### src/rtl/pulse_div_pkg.sv
// Purpose: shared constants and carriers for the pulse divider output block
// Assumes: one 200 MHz core clock, plain register port
// Notes: register offsets are word indices on the plain port
package pulse_div_pkg;
  // register map
  localparam logic [3:0] OFS_MODE = 4'h0;
  localparam logic [3:0] OFS_NUM = 4'h1;
  localparam logic [3:0] OFS_DEN = 4'h2;
  localparam logic [3:0] OFS_STATUS = 4'h3;
  // reset values and register write limit
  localparam logic [7:0] MODE_RESET = 8'h01;
  localparam logic [31:0] NUM_RESET = 32'h0000_2710;
  localparam logic [31:0] DEN_RESET = 32'h0002_0000;
  localparam logic [31:0] RATIO_MAX = 32'h00c8_0000;
  // encoder counts per revolution after 4x
  localparam logic [31:0] COUNTS_PER_REV = 32'h0002_0000;
  // mode field positions
  localparam int SRC_LO = 0;
  localparam int PHASE_BIT = 2;
  localparam int ZPOL_BIT = 3;
  // source selection codes
  localparam logic [1:0] SRC_MOTOR = 2'h1;
  localparam logic [1:0] SRC_SECOND = 2'h2;
  localparam logic [1:0] SRC_BYPASS = 2'h3;
  // one feedback input channel: step pulse, direction, index
  typedef struct packed {
    logic step;
    logic dir;
    logic index;
  } feed_s;
  // quadrature output group
  typedef struct packed {
    logic a;
    logic b;
    logic z;
  } quad_s;
endpackage : pulse_div_pkg

### src/rtl/ratio_accum.sv
// Purpose: fractional accumulator turning input counts into output steps
// Assumes: at most one input count per cycle
// Notes: output step issued in the cycle after its input count
`timescale 1ns/1ps
module ratio_accum (
  // clock and reset
  input wire logic clk,
  input wire logic rst_b,
  // scaling
  input wire logic [31:0] num,
  input wire logic [31:0] den_eff,
  // input count
  input wire logic in_step,
  input wire logic in_dir,
  // output step
  output logic out_step,
  output logic out_dir
);
  // unsigned remainder, kept in [0, den_eff) while num does not exceed den_eff
  logic [33:0] acc_reg;
  logic [33:0] acc_sum;
  // add numerator per count; emit one step when the remainder wraps
  always_comb begin
    acc_sum = acc_reg + {2'h0, num};
  end
  // accumulator update, carries fraction forward
  always_ff @(posedge clk) begin
    if (!rst_b) begin
      acc_reg <= 34'h0;
      out_step <= 1'b0;
      out_dir <= 1'b0;
    end else begin
      out_step <= 1'b0;
      if (in_step) begin
        out_dir <= in_dir;
        if (acc_sum >= {2'h0, den_eff}) begin
          acc_reg <= acc_sum - {2'h0, den_eff};
          out_step <= 1'b1;
        end else begin
          acc_reg <= acc_sum;
        end
      end
    end
  end
endmodule : ratio_accum

### src/rtl/pulse_div_out.sv
// Purpose: encoder pulse divider output with A/B quadrature and Z index
// Assumes: feedback arrives as one-cycle count pulses with direction
// Notes: ratio applied as num/den per input count, 131072 counts per rev
// How it works
// - mode codes 1,5,9,13 pick motor encoder
// - mode codes 2,6,10,14 pick second encoder
// - source 3 bypasses command pulses untouched
// - bit2 chooses A-leads-B or B-leads-A
// - bit3 chooses Z rising or falling mark
// - Z only from motor encoder outside bypass (source 3 passes command Z), quadrature A/B
// - edges per rev equal num/den times 131072
// - numerator above denominator gives numerator edges, at most 131072
// - numerator range 0..13107200, reset 10000
// - denominator range 0..13107200, reset 131072
`timescale 1ns/1ps
module pulse_div_out (
  // clock and reset
  input wire logic CORE_CLK,
  input wire logic RST_B,
  // register port
  input wire logic [3:0] REG_ADDR,
  input wire logic [31:0] REG_WDATA,
  input wire logic REG_WR,
  input wire logic REG_RD,
  output logic [31:0] REG_RDATA,
  // feedback and command sources
  input wire pulse_div_pkg::feed_s MOTOR_FEED,
  input wire pulse_div_pkg::feed_s SECOND_FEED,
  input wire pulse_div_pkg::quad_s CMD_PULSE,
  // divided output toward the host counter
  output pulse_div_pkg::quad_s DIV_OUT
);
  import pulse_div_pkg::*;

  // configuration registers
  logic [7:0] mode_reg;
  logic [31:0] num_reg;
  logic [31:0] den_reg;
  // quadrature phase state and Z level
  logic [1:0] phase_reg;
  logic z_mark_reg;
  // decoded mode fields
  logic [1:0] src;
  logic phase_swap;
  logic z_fall;
  // selected input count
  logic sel_step;
  logic sel_dir;
  // effective divisor and accumulator output
  logic [31:0] den_eff;
  logic acc_step;
  logic acc_dir;
  // status: step count for software visibility
  logic [15:0] step_cnt_reg;

  // mode field decode
  always_comb begin
    src = mode_reg[SRC_LO +: 2];
    phase_swap = mode_reg[PHASE_BIT];
    z_fall = mode_reg[ZPOL_BIT];
  end

  // source mux for the divider path
  always_comb begin
    sel_step = 1'b0;
    sel_dir = 1'b0;
    unique case (src)
      SRC_MOTOR: begin
        sel_step = MOTOR_FEED.step;
        sel_dir = MOTOR_FEED.dir;
      end
      SRC_SECOND: begin
        sel_step = SECOND_FEED.step;
        sel_dir = SECOND_FEED.dir;
      end
      default: begin
        sel_step = 1'b0;
        sel_dir = 1'b0;
      end
    endcase
  end

  // divisor: num/den normally, num/131072 when num exceeds den
  always_comb begin
    if (num_reg > den_reg) begin
      den_eff = COUNTS_PER_REV;
    end else begin
      den_eff = den_reg;
    end
  end

  // fractional accumulator
  ratio_accum u_accum (
    .clk(CORE_CLK),
    .rst_b(RST_B),
    .num(num_reg),
    .den_eff(den_eff),
    .in_step(sel_step),
    .in_dir(sel_dir),
    .out_step(acc_step),
    .out_dir(acc_dir)
  );

  // mode register writes
  always_ff @(posedge CORE_CLK) begin
    if (!RST_B) begin
      mode_reg <= MODE_RESET;
    end else if (REG_WR && REG_ADDR == OFS_MODE) begin
      mode_reg <= REG_WDATA[7:0];
    end
  end

  // numerator writes, out-of-range values ignored
  always_ff @(posedge CORE_CLK) begin
    if (!RST_B) begin
      num_reg <= NUM_RESET;
    end else if (REG_WR && REG_ADDR == OFS_NUM && REG_WDATA <= RATIO_MAX) begin
      num_reg <= REG_WDATA;
    end
  end

  // denominator writes, out-of-range values ignored
  always_ff @(posedge CORE_CLK) begin
    if (!RST_B) begin
      den_reg <= DEN_RESET;
    end else if (REG_WR && REG_ADDR == OFS_DEN && REG_WDATA <= RATIO_MAX) begin
      den_reg <= REG_WDATA;
    end
  end

  // quadrature state advance, one step per accumulator pulse
  always_ff @(posedge CORE_CLK) begin
    if (!RST_B) begin
      phase_reg <= 2'h0;
    end else if (src != SRC_BYPASS && acc_step) begin
      if (acc_dir) begin
        phase_reg <= phase_reg - 2'h1;
      end else begin
        phase_reg <= phase_reg + 2'h1;
      end
    end
  end

  // Z index level, only for the motor encoder
  always_ff @(posedge CORE_CLK) begin
    if (!RST_B) begin
      z_mark_reg <= 1'b0;
    end else begin
      z_mark_reg <= (src == SRC_MOTOR) && MOTOR_FEED.index;
    end
  end

  // output stage: bypass, or gray-coded phase to A/B
  always_ff @(posedge CORE_CLK) begin
    if (!RST_B) begin
      DIV_OUT <= '0;
    end else if (src == SRC_BYPASS) begin
      DIV_OUT <= CMD_PULSE;
    end else begin
      // gray sequence ab 00,10,11,01 so a leads b when not swapped
      DIV_OUT.a <= phase_swap ? phase_reg[1] : phase_reg[0] ^ phase_reg[1];
      DIV_OUT.b <= phase_swap ? phase_reg[0] ^ phase_reg[1] : phase_reg[1];
      // falling mark: inverted index, still only for the motor source
      DIV_OUT.z <= z_fall ? (~z_mark_reg & (src == SRC_MOTOR)) : z_mark_reg;
    end
  end

  // status counter of output steps
  always_ff @(posedge CORE_CLK) begin
    if (!RST_B) begin
      step_cnt_reg <= 16'h0;
    end else if (acc_step && src != SRC_BYPASS) begin
      step_cnt_reg <= step_cnt_reg + 16'h1;
    end
  end

  // register read port, data in the cycle after the strobe
  always_ff @(posedge CORE_CLK) begin
    if (!RST_B) begin
      REG_RDATA <= 32'h0;
    end else if (REG_RD) begin
      unique case (REG_ADDR)
        OFS_MODE: REG_RDATA <= {24'h0, mode_reg};
        OFS_NUM: REG_RDATA <= num_reg;
        OFS_DEN: REG_RDATA <= den_reg;
        OFS_STATUS: REG_RDATA <= {14'h0, phase_reg, step_cnt_reg};
        default: REG_RDATA <= 32'h0;
      endcase
    end else begin
      REG_RDATA <= 32'h0;
    end
  end

  // checks
  a_bypass_copy: assert property (@(posedge CORE_CLK) disable iff (!RST_B)
    $past(src) == SRC_BYPASS && src == SRC_BYPASS |-> DIV_OUT == $past(CMD_PULSE))
    else $error("bypass output differs from command");
  a_z_source: assert property (@(posedge CORE_CLK) disable iff (!RST_B)
    src == SRC_SECOND |=> !z_mark_reg)
    else $error("z marked from wrong source");
  a_num_range: assert property (@(posedge CORE_CLK) disable iff (!RST_B)
    num_reg <= RATIO_MAX)
    else $error("numerator out of range");
  a_den_range: assert property (@(posedge CORE_CLK) disable iff (!RST_B)
    den_reg <= RATIO_MAX)
    else $error("denominator out of range");
  a_quad_step: assert property (@(posedge CORE_CLK) disable iff (!RST_B)
    acc_step && src != SRC_BYPASS && !acc_dir |=> phase_reg == $past(phase_reg) + 2'h1)
    else $error("phase did not advance");
  a_quad_back: assert property (@(posedge CORE_CLK) disable iff (!RST_B)
    acc_step && src != SRC_BYPASS && acc_dir |=> phase_reg == $past(phase_reg) - 2'h1)
    else $error("phase did not step back");
  a_quad_hold: assert property (@(posedge CORE_CLK) disable iff (!RST_B)
    !acc_step |=> phase_reg == $past(phase_reg))
    else $error("phase moved without step");
  a_big_num: assert property (@(posedge CORE_CLK) disable iff (!RST_B)
    num_reg > den_reg |-> den_eff == COUNTS_PER_REV)
    else $error("large numerator divisor wrong");
  a_read_latency: assert property (@(posedge CORE_CLK) disable iff (!RST_B)
    REG_RD && REG_ADDR == OFS_NUM |=> REG_RDATA == $past(num_reg))
    else $error("numerator readback wrong");
  c_motor_step: cover property (@(posedge CORE_CLK) src == SRC_MOTOR && acc_step);
  c_second_step: cover property (@(posedge CORE_CLK) src == SRC_SECOND && acc_step);
  c_bypass: cover property (@(posedge CORE_CLK) src == SRC_BYPASS && CMD_PULSE.a);
endmodule : pulse_div_out

### config.mk
export PLATFORM = sky130hd
export DESIGN_NAME = pulse_div_out
export DESIGN_NICKNAME = d
export VERILOG_FILES = /design/src/rtl/pulse_div_pkg.sv /design/src/rtl/ratio_accum.sv /design/src/rtl/pulse_div_out.sv
export SDC_FILE = /design/constraint.sdc
export NUM_CORES = 1
export LEC_CHECK = 0
export BUFFER_PORTS_ARGS = -buffer_cell sky130_fd_sc_hd__buf_2
export CAP_MARGIN = 10
export CORE_ASPECT_RATIO = 1.5
export CORE_MARGIN = 4
export CORE_UTILIZATION = 35
export CTS_BUF_LIST = sky130_fd_sc_hd__clkbuf_4 sky130_fd_sc_hd__clkbuf_8
export DETAILED_ROUTE_END_ITERATION = 8
export SLEW_MARGIN = 25
export SYNTH_ARGS = -nofsm -noshare
export SYNTH_HDL_FRONTEND = slang
export SYNTH_SLANG_ARGS = --single-unit
### constraint.sdc
create_clock -name CORE_CLK -period 5.44 [get_ports CORE_CLK]
set_clock_uncertainty 0.05 [all_clocks]
set_input_delay 0.544 -clock CORE_CLK [delete_from_list [all_inputs] [get_ports CORE_CLK]]
set_output_delay 0.544 -clock CORE_CLK [all_outputs]
set_load 0.05 [all_outputs]
==> metrics.cfg, run 1 <==
[worst_setup_path]
cp_top_family = simple AND/OR/NAND/NOR gates
cp.arrival_ns = 5.67
crit_slowest_cell = or4_4
cp_max_fo = 8
end_kind = register
cpMostUsedCell = a21o_1
cp.required_ns = 5.80
startpoint_type = register
crit_buf_inv = 4
slowest_delay_ns = 0.52
critical_path_class = register to register

[grt]
grt_pass1_wl_um = 55800
groute.usage.overall_pct = 21.2
antenna_found_initial = 1
grt_pass1_vias = 10988
overflow = 0
grt_max_degree = 69

[layout]
syn_to_final_growth_pct = 33.2
nets = 1769
drive_above_1_share_pct = 27.5
final_area_um2 = 14100
antenna_cells = 0
largest_reg_flops = 34
stdcell_count = 2026

[die]
ios = 84
die_area_um2 = 33200
fp.dieW_um = 150
rows = 77
initial_utilization_pct = 35.7
die_h_um = 221
core_area_um2 = 29700

[synth]
syn-num-nets = 1526
ys_top_cells_by_area = dfxtp_1 31%, ha_1 12%, a21oi_1 7.6%, nand2_1 7.3%, nor2_1 3.9%
ys_seq_elements = 162
avgSynthCellArea_um2 = 7.71
synth_common_cells = 206 x nand2_1, 162 x dfxtp_1, 160 x a21oi_1
synth_warnings = 0
synthCells = 1375
synth-seq-area-share_pct = 30.6
yosysUniqueCellTypes = 67
synth_edf_count = 0
async_reset_ff_share_pct = 0
netlist_area_um2 = 10600
yosysMostFrequentCell = nand2_1
synth_top_area_share_pct = 30.6
synthFlopType = dfxtp_1
yosys.area.top_type = dfxtp_1

[placement]
dp.cells = 1976
hpwl_um = 27300
placed_cell_area_um2 = 12800
io_buffers = 82
place_congestion = 0.930

[routing]
vias = 10989
drt-initial-drc-count = 673
wl_per_cell_um = 18.2
final_antenna_net_count = 0
viasPerCell = 5.42
first_pass_iters = 7
drc = 1
finalWirelength_um = 36900

[power]
p_per_area_nw_per_um2 = 439
leakage_nw = 5.95
peakVddDrop_mv = 0.252

[cts]
cts_tree = yes
clkTransAtPathRegs_ns = 0.11
clockRootBuffer = clkbuf_8
postCtsHoldBufs = 0
htreeDepth = 4
clkSinkCount = 162
cts_made_buffers = 17
cts_max_path_buffers = 2
clk_latency_ns = 0.51

[job]
maxCapViolCount = 0

[sta]
setup_viol = 0
hold_viol = 0
rsz0062_at_grt = yes
worst_pin_slew_ns = 1.05
max_freq_mhz = 188
holdWs_ns = 0.214
slew_headroom_pct = 29.9
period_needed_ns = 5.32
setup_tns_ns = 0
min_period_over_period_pct = 97.7
slew_violations = 0

[hold_path]
hold_class = input pin to register

[run_status]
violations = design-rule violations
status = finished with violations

cell usage in the layout, fill, tap and decap left out, types with 4 or more instances in the layout:
cell,Yosys,final
buf_4,0,202
nand2_1,206,197
dfxtp_1,162,155
a21oi_1,160,148
nor2_1,109,106
buf_2,7,82
ha_1,100,73
inv_1,58,54
o21ai_0,51,45
nand3_1,45,43
a22oi_1,42,42
a21o_1,38,38
xnor2_1,38,38
xor2_1,35,32
nor3_1,29,28
ha_4,0,26
nand4_1,21,21
and3_1,20,18
clkbuf_8,0,18
a211oi_1,20,17
o21a_1,15,15
o211ai_1,14,14
a21oi_2,1,11
o21bai_1,11,11
nand2_2,1,10
o211a_1,10,9
nor2b_1,9,8
or3_1,6,6
nor4_1,9,6
dfxtp_2,0,6
o21ai_1,1,5
nand2b_1,5,5
mux2i_1,8,5
buf_6,0,5
inv_2,0,4
a31oi_1,6,4
cell type report:
| cell class | count | area, um^2 |
|---|---|---|
| Tap cell | 395 | 494 |
| Inverter | 58 | 218 |
| Timing Repair Buffer | 296 | 2130 |
| Clock buffer | 18 | 248 |
| Multi-Input combinational cell | 1083 | 7620 |
| Clock inverter | 14 | 149 |
| Sequential cell | 162 | 3250 |
| Fill cell | 3032 | 15600 |
routing by layer:
metal  GRT usage [%]  vias to the layer above  wire length (um)
met5               0                        -                 0
met4            11.2                        0              1840
met3            3.15                      111              1180
met2            39.5                      282             19800
met1            22.5                     5212             14100
li1                -                     5384                 -
through the flow:
stage / utilization, % / total power, W / setup WS, ns
final: 47.6 / 0.00620 / 0.124
after global routing: 47.6 / 0.00659 / -0.105
after CTS: 44.9 / 0.00562 / -0.00454
after detailed placement: 43.0 / 0.00458 / -0.274
after global placement: 43.0 / 0.00456 / -0.223
after floorplan: - / 0.00340 / 0.166
worst paths after layout:
path | start | to | slack [ns] | depth (start not counted)
max | den_reg[17]$_SDFFE_PN1P_ | u_accum.acc_reg[33]$_SDFFE_PN0P_ | 0.12 | 26
min | CMD_PULSE[1] | DIV_OUT[1]$_SDFF_PN0_ | 0.21 | 3
max reg2reg | den_reg[17]$_SDFFE_PN1P_ | u_accum.acc_reg[33]$_SDFFE_PN0P_ | 0.12 | 26
min reg2reg | mode_reg[7]$_SDFFE_PN0P_ | mode_reg[7]$_SDFFE_PN0P_ | 0.41 | 2
tightest hold or removal path: stages:
cell     delay [ns]
buf_2          0.08
a21oi_1        0.05
nor2_1         0.07
cells by family after synthesis:
| group | count (synthesis) | synth area share [%] |
|---|---|---|
| xor gates and xnor gates | 73 | 6.03 |
| AOI/OAI and AO/OA | 412 | 24.8 |
| buffers and inverters | 131 | 4.72 |
| DFF | 162 | 30.6 |
| and+or+nand+nor | 486 | 20.8 |
| adders and majority gates | 102 | 12.2 |
| muxes | 9 | 0.862 |
timing repair:
item | in CTS | in global routing
gates cloned | 0 | 4
buffers inserted | 1 | 13
resized for setup | 28 | 110
endpoints found under the setup margin | 33 | 34
pin swaps | 5 | 40
endpoints found under the hold margin | 0 | 0
report_power, final:
part,internal (W),switching (W)
Combinational,0.00190,0.00203
Clock,0.000389,0.000531
Sequential,0.00129,0.0000695
Total,0.00357,0.00263
(Power assumes the default switching activity.)
==> run 2: changes to the inputs <==
- clock period: 5.44 -> 5.6 ns (I/O delays scaled with it)
==> run 2 against run 1 <==
Wire length fell by 4.6%; the flow now finishes without violations; final area fell by 5.9%; utilization shrank 2.8 points; largest cell class unchanged; non-clock buffer count decreased by 55; via count is 3.1% lower; final cell count decreased by 2.8%; sequential power is 3% lower; clock power rose by 2%; first-iteration DRC count decreased by 24%.
==> metrics.cfg, run 2 (synthesis gave the netlist of run 1 again) <==
[run_status]
status = complete, no violations

[sta]
holdWs_ns = 0.241
min_period_over_period_pct = 97.9
period_needed_ns = 5.48
slew_violations = 0
slew_headroom_pct = 29.3
max_freq_mhz = 182
hold_viol = 0
worst_pin_slew_ns = 1.06
setup_viol = 0
rsz0062_at_grt = yes

[power]
peakVddDrop_mv = 0.344
seqPwrFrac_pct = 22.9
combPwrFrac_pct = 60.8
p_per_area_nw_per_um2 = 433
netSwitchingFraction_pct = 41.6
pwr-share-clk_pct = 16.3
internal_power_w = 0.00336
p_sw_w = 0.00239
leakage_nw = 5.62

[routing]
viasPerCell = 5.40
wl_per_cell_um = 17.9
first_pass_iters = 5
drt-initial-drc-count = 512
final_antenna_net_count = 0
finalWirelength_um = 35200
drc = 0
vias = 10644

[hold_path]
hold_class = input pin to register

[die]
rows = 77
die_area_um2 = 33200
ios = 84
die_h_um = 221
fp.dieW_um = 150
core_area_um2 = 29700
initial_utilization_pct = 35.7

[worst_setup_path]
cp_top_family = compound AO/OA/AOI/OAI gates
critical_path_class = register to register
cp.arrival_ns = 5.79
slowest_delay_ns = 0.56
timing.rr.end = u_accum.acc_reg[23]$_SDFFE_PN0P_
r2r-start = den_reg[9]$_SDFFE_PN0P_
cp-startpoint = den_reg[9]$_SDFFE_PN0P_
cp_max_fo = 13
startpoint_type = register
end_kind = register
crit_buf_inv = 6
reg2regPathDepth = 27
cpMostUsedCell = a21o_1
crit_slowest_cell = or4_4
cp.depth = 27
cp.required_ns = 5.90
r2r_slack_ns = 0.12
crit_end = u_accum.acc_reg[23]$_SDFFE_PN0P_

[layout]
syn_to_final_growth_pct = 25.4
drive_above_1_share_pct = 22.0
nets = 1713
fin_util_pct = 44.8
antenna_cells = 0
stdcell_count = 1970
final_common_cell = nand2_1
n_fill_cell = 3093
largest_reg_flops = 34
final_cell_mix = 206 x nand2_1, 159 x dfxtp_1, 153 x buf_4

[cts]
clockRootBuffer = clkbuf_8
cts_tree = yes
htreeDepth = 4
cts_max_path_buffers = 2
clkTransAtPathRegs_ns = 0.10
cts_made_buffers = 17
clk_latency_ns = 0.49
clkSinkCount = 162

[grt]
overflow = 0
grt_pass1_vias = 10492
grt_max_degree = 70
grt_pass1_wl_um = 53600
antenna_found_initial = 0
groute.usage.overall_pct = 20.3

[job]
maxCapViolCount = 0

[placement]
io_buffers = 82
dp.cells = 1927
place_congestion = 0.951
hpwl_um = 26500

run 2: cell types whose count changed in the layout (fill, tap and decap cells not counted), moves of 4 or more:
cell and delta:
buf_4 -49, buf_6 -4, ha_1 +18, dfxtp_1 +4, ha_4 -21, nand2_1 +9, nand2_2 -9
run 2: power by group through the flow:
stage | Combinational, W | Sequential [W] | Clock (W)
2_1_floorplan | 0.00197 | 0.00133 | 0
3_3_place_gp | 0.00298 | 0.00134 | 0
3_5_place_dp | 0.00301 | 0.00134 | 0
4_1_cts | 0.00305 | 0.00132 | 0.000966
5_1_grt | 0.00378 | 0.00133 | 0.00101
6_report | 0.00349 | 0.00132 | 0.000938
run 2: worst min-delay path by stage:
stage / to / from / depth (start not counted) / slack, ns
floorplan: mode_reg[4]$_SDFFE_PN0P_ / mode_reg[4]$_SDFFE_PN0P_ / 2 / 0.39
global placement: mode_reg[6]$_SDFFE_PN0P_ / mode_reg[6]$_SDFFE_PN0P_ / 2 / 0.39
detailed placement: mode_reg[5]$_SDFFE_PN0P_ / mode_reg[5]$_SDFFE_PN0P_ / 2 / 0.40
CTS: DIV_OUT[2]$_SDFF_PN0_ / CMD_PULSE[2] / 3 / 0.21
global route: DIV_OUT[1]$_SDFF_PN0_ / CMD_PULSE[1] / 3 / 0.24
finish: DIV_OUT[1]$_SDFF_PN0_ / CMD_PULSE[1] / 3 / 0.24
run 2: final cells by class:
class | count | area (um^2) | area share, %
multi-input cells | 1082 | 7220 | 54.3
inverters | 58 | 218 | 1.64
flip-flops and latches | 162 | 3250 | 24.4
repair buffers | 241 | 1680 | 12.6
clock inverters | 11 | 139 | 1.05
clock buffers | 21 | 289 | 2.17
well taps | 395 | 494 | 3.72
run 2: worst min-delay path, cell delays in order:
cell and delay, ns:
buf_2 0.07, a21oi_1 0.05, nor2_1 0.07
run 2: repair_timing:
action | 4_1_cts | 5_1_grt
setup buffers | 0 | 9
cloned | 0 | 2
hold buffers | 0 | 0
gates resized for setup | 11 | 64
pin swaps | 2 | 25
setup endpoints to repair | 28 | 34
run 2: metrics by stage:
step / power (W) / cell area (um^2) / setup slack [ns] / TNS [ns]
after floorplan: 0.00330 / 10600 / 0.326 / 0
after global placement: 0.00432 / 12400 / -0.154 / -1.57
after detailed placement: 0.00435 / 12400 / -0.151 / -0.651
after CTS: 0.00533 / 12900 / -0.0225 / -0.0225
after global routing: 0.00612 / 13300 / -0.0711 / -0.707
final: 0.00575 / 13300 / 0.115 / 0
run 2: layer usage:
| metal | routed length, um | track usage [%] | up-vias |
|---|---|---|---|
| li1 | - | - | 5283 |
| met1 | 13200 | 22.1 | 5012 |
| met2 | 19300 | 38.3 | 256 |
| met3 | 1140 | 2.48 | 93 |
| met4 | 1500 | 9.25 | 0 |
| met5 | 0 | 0 | - |
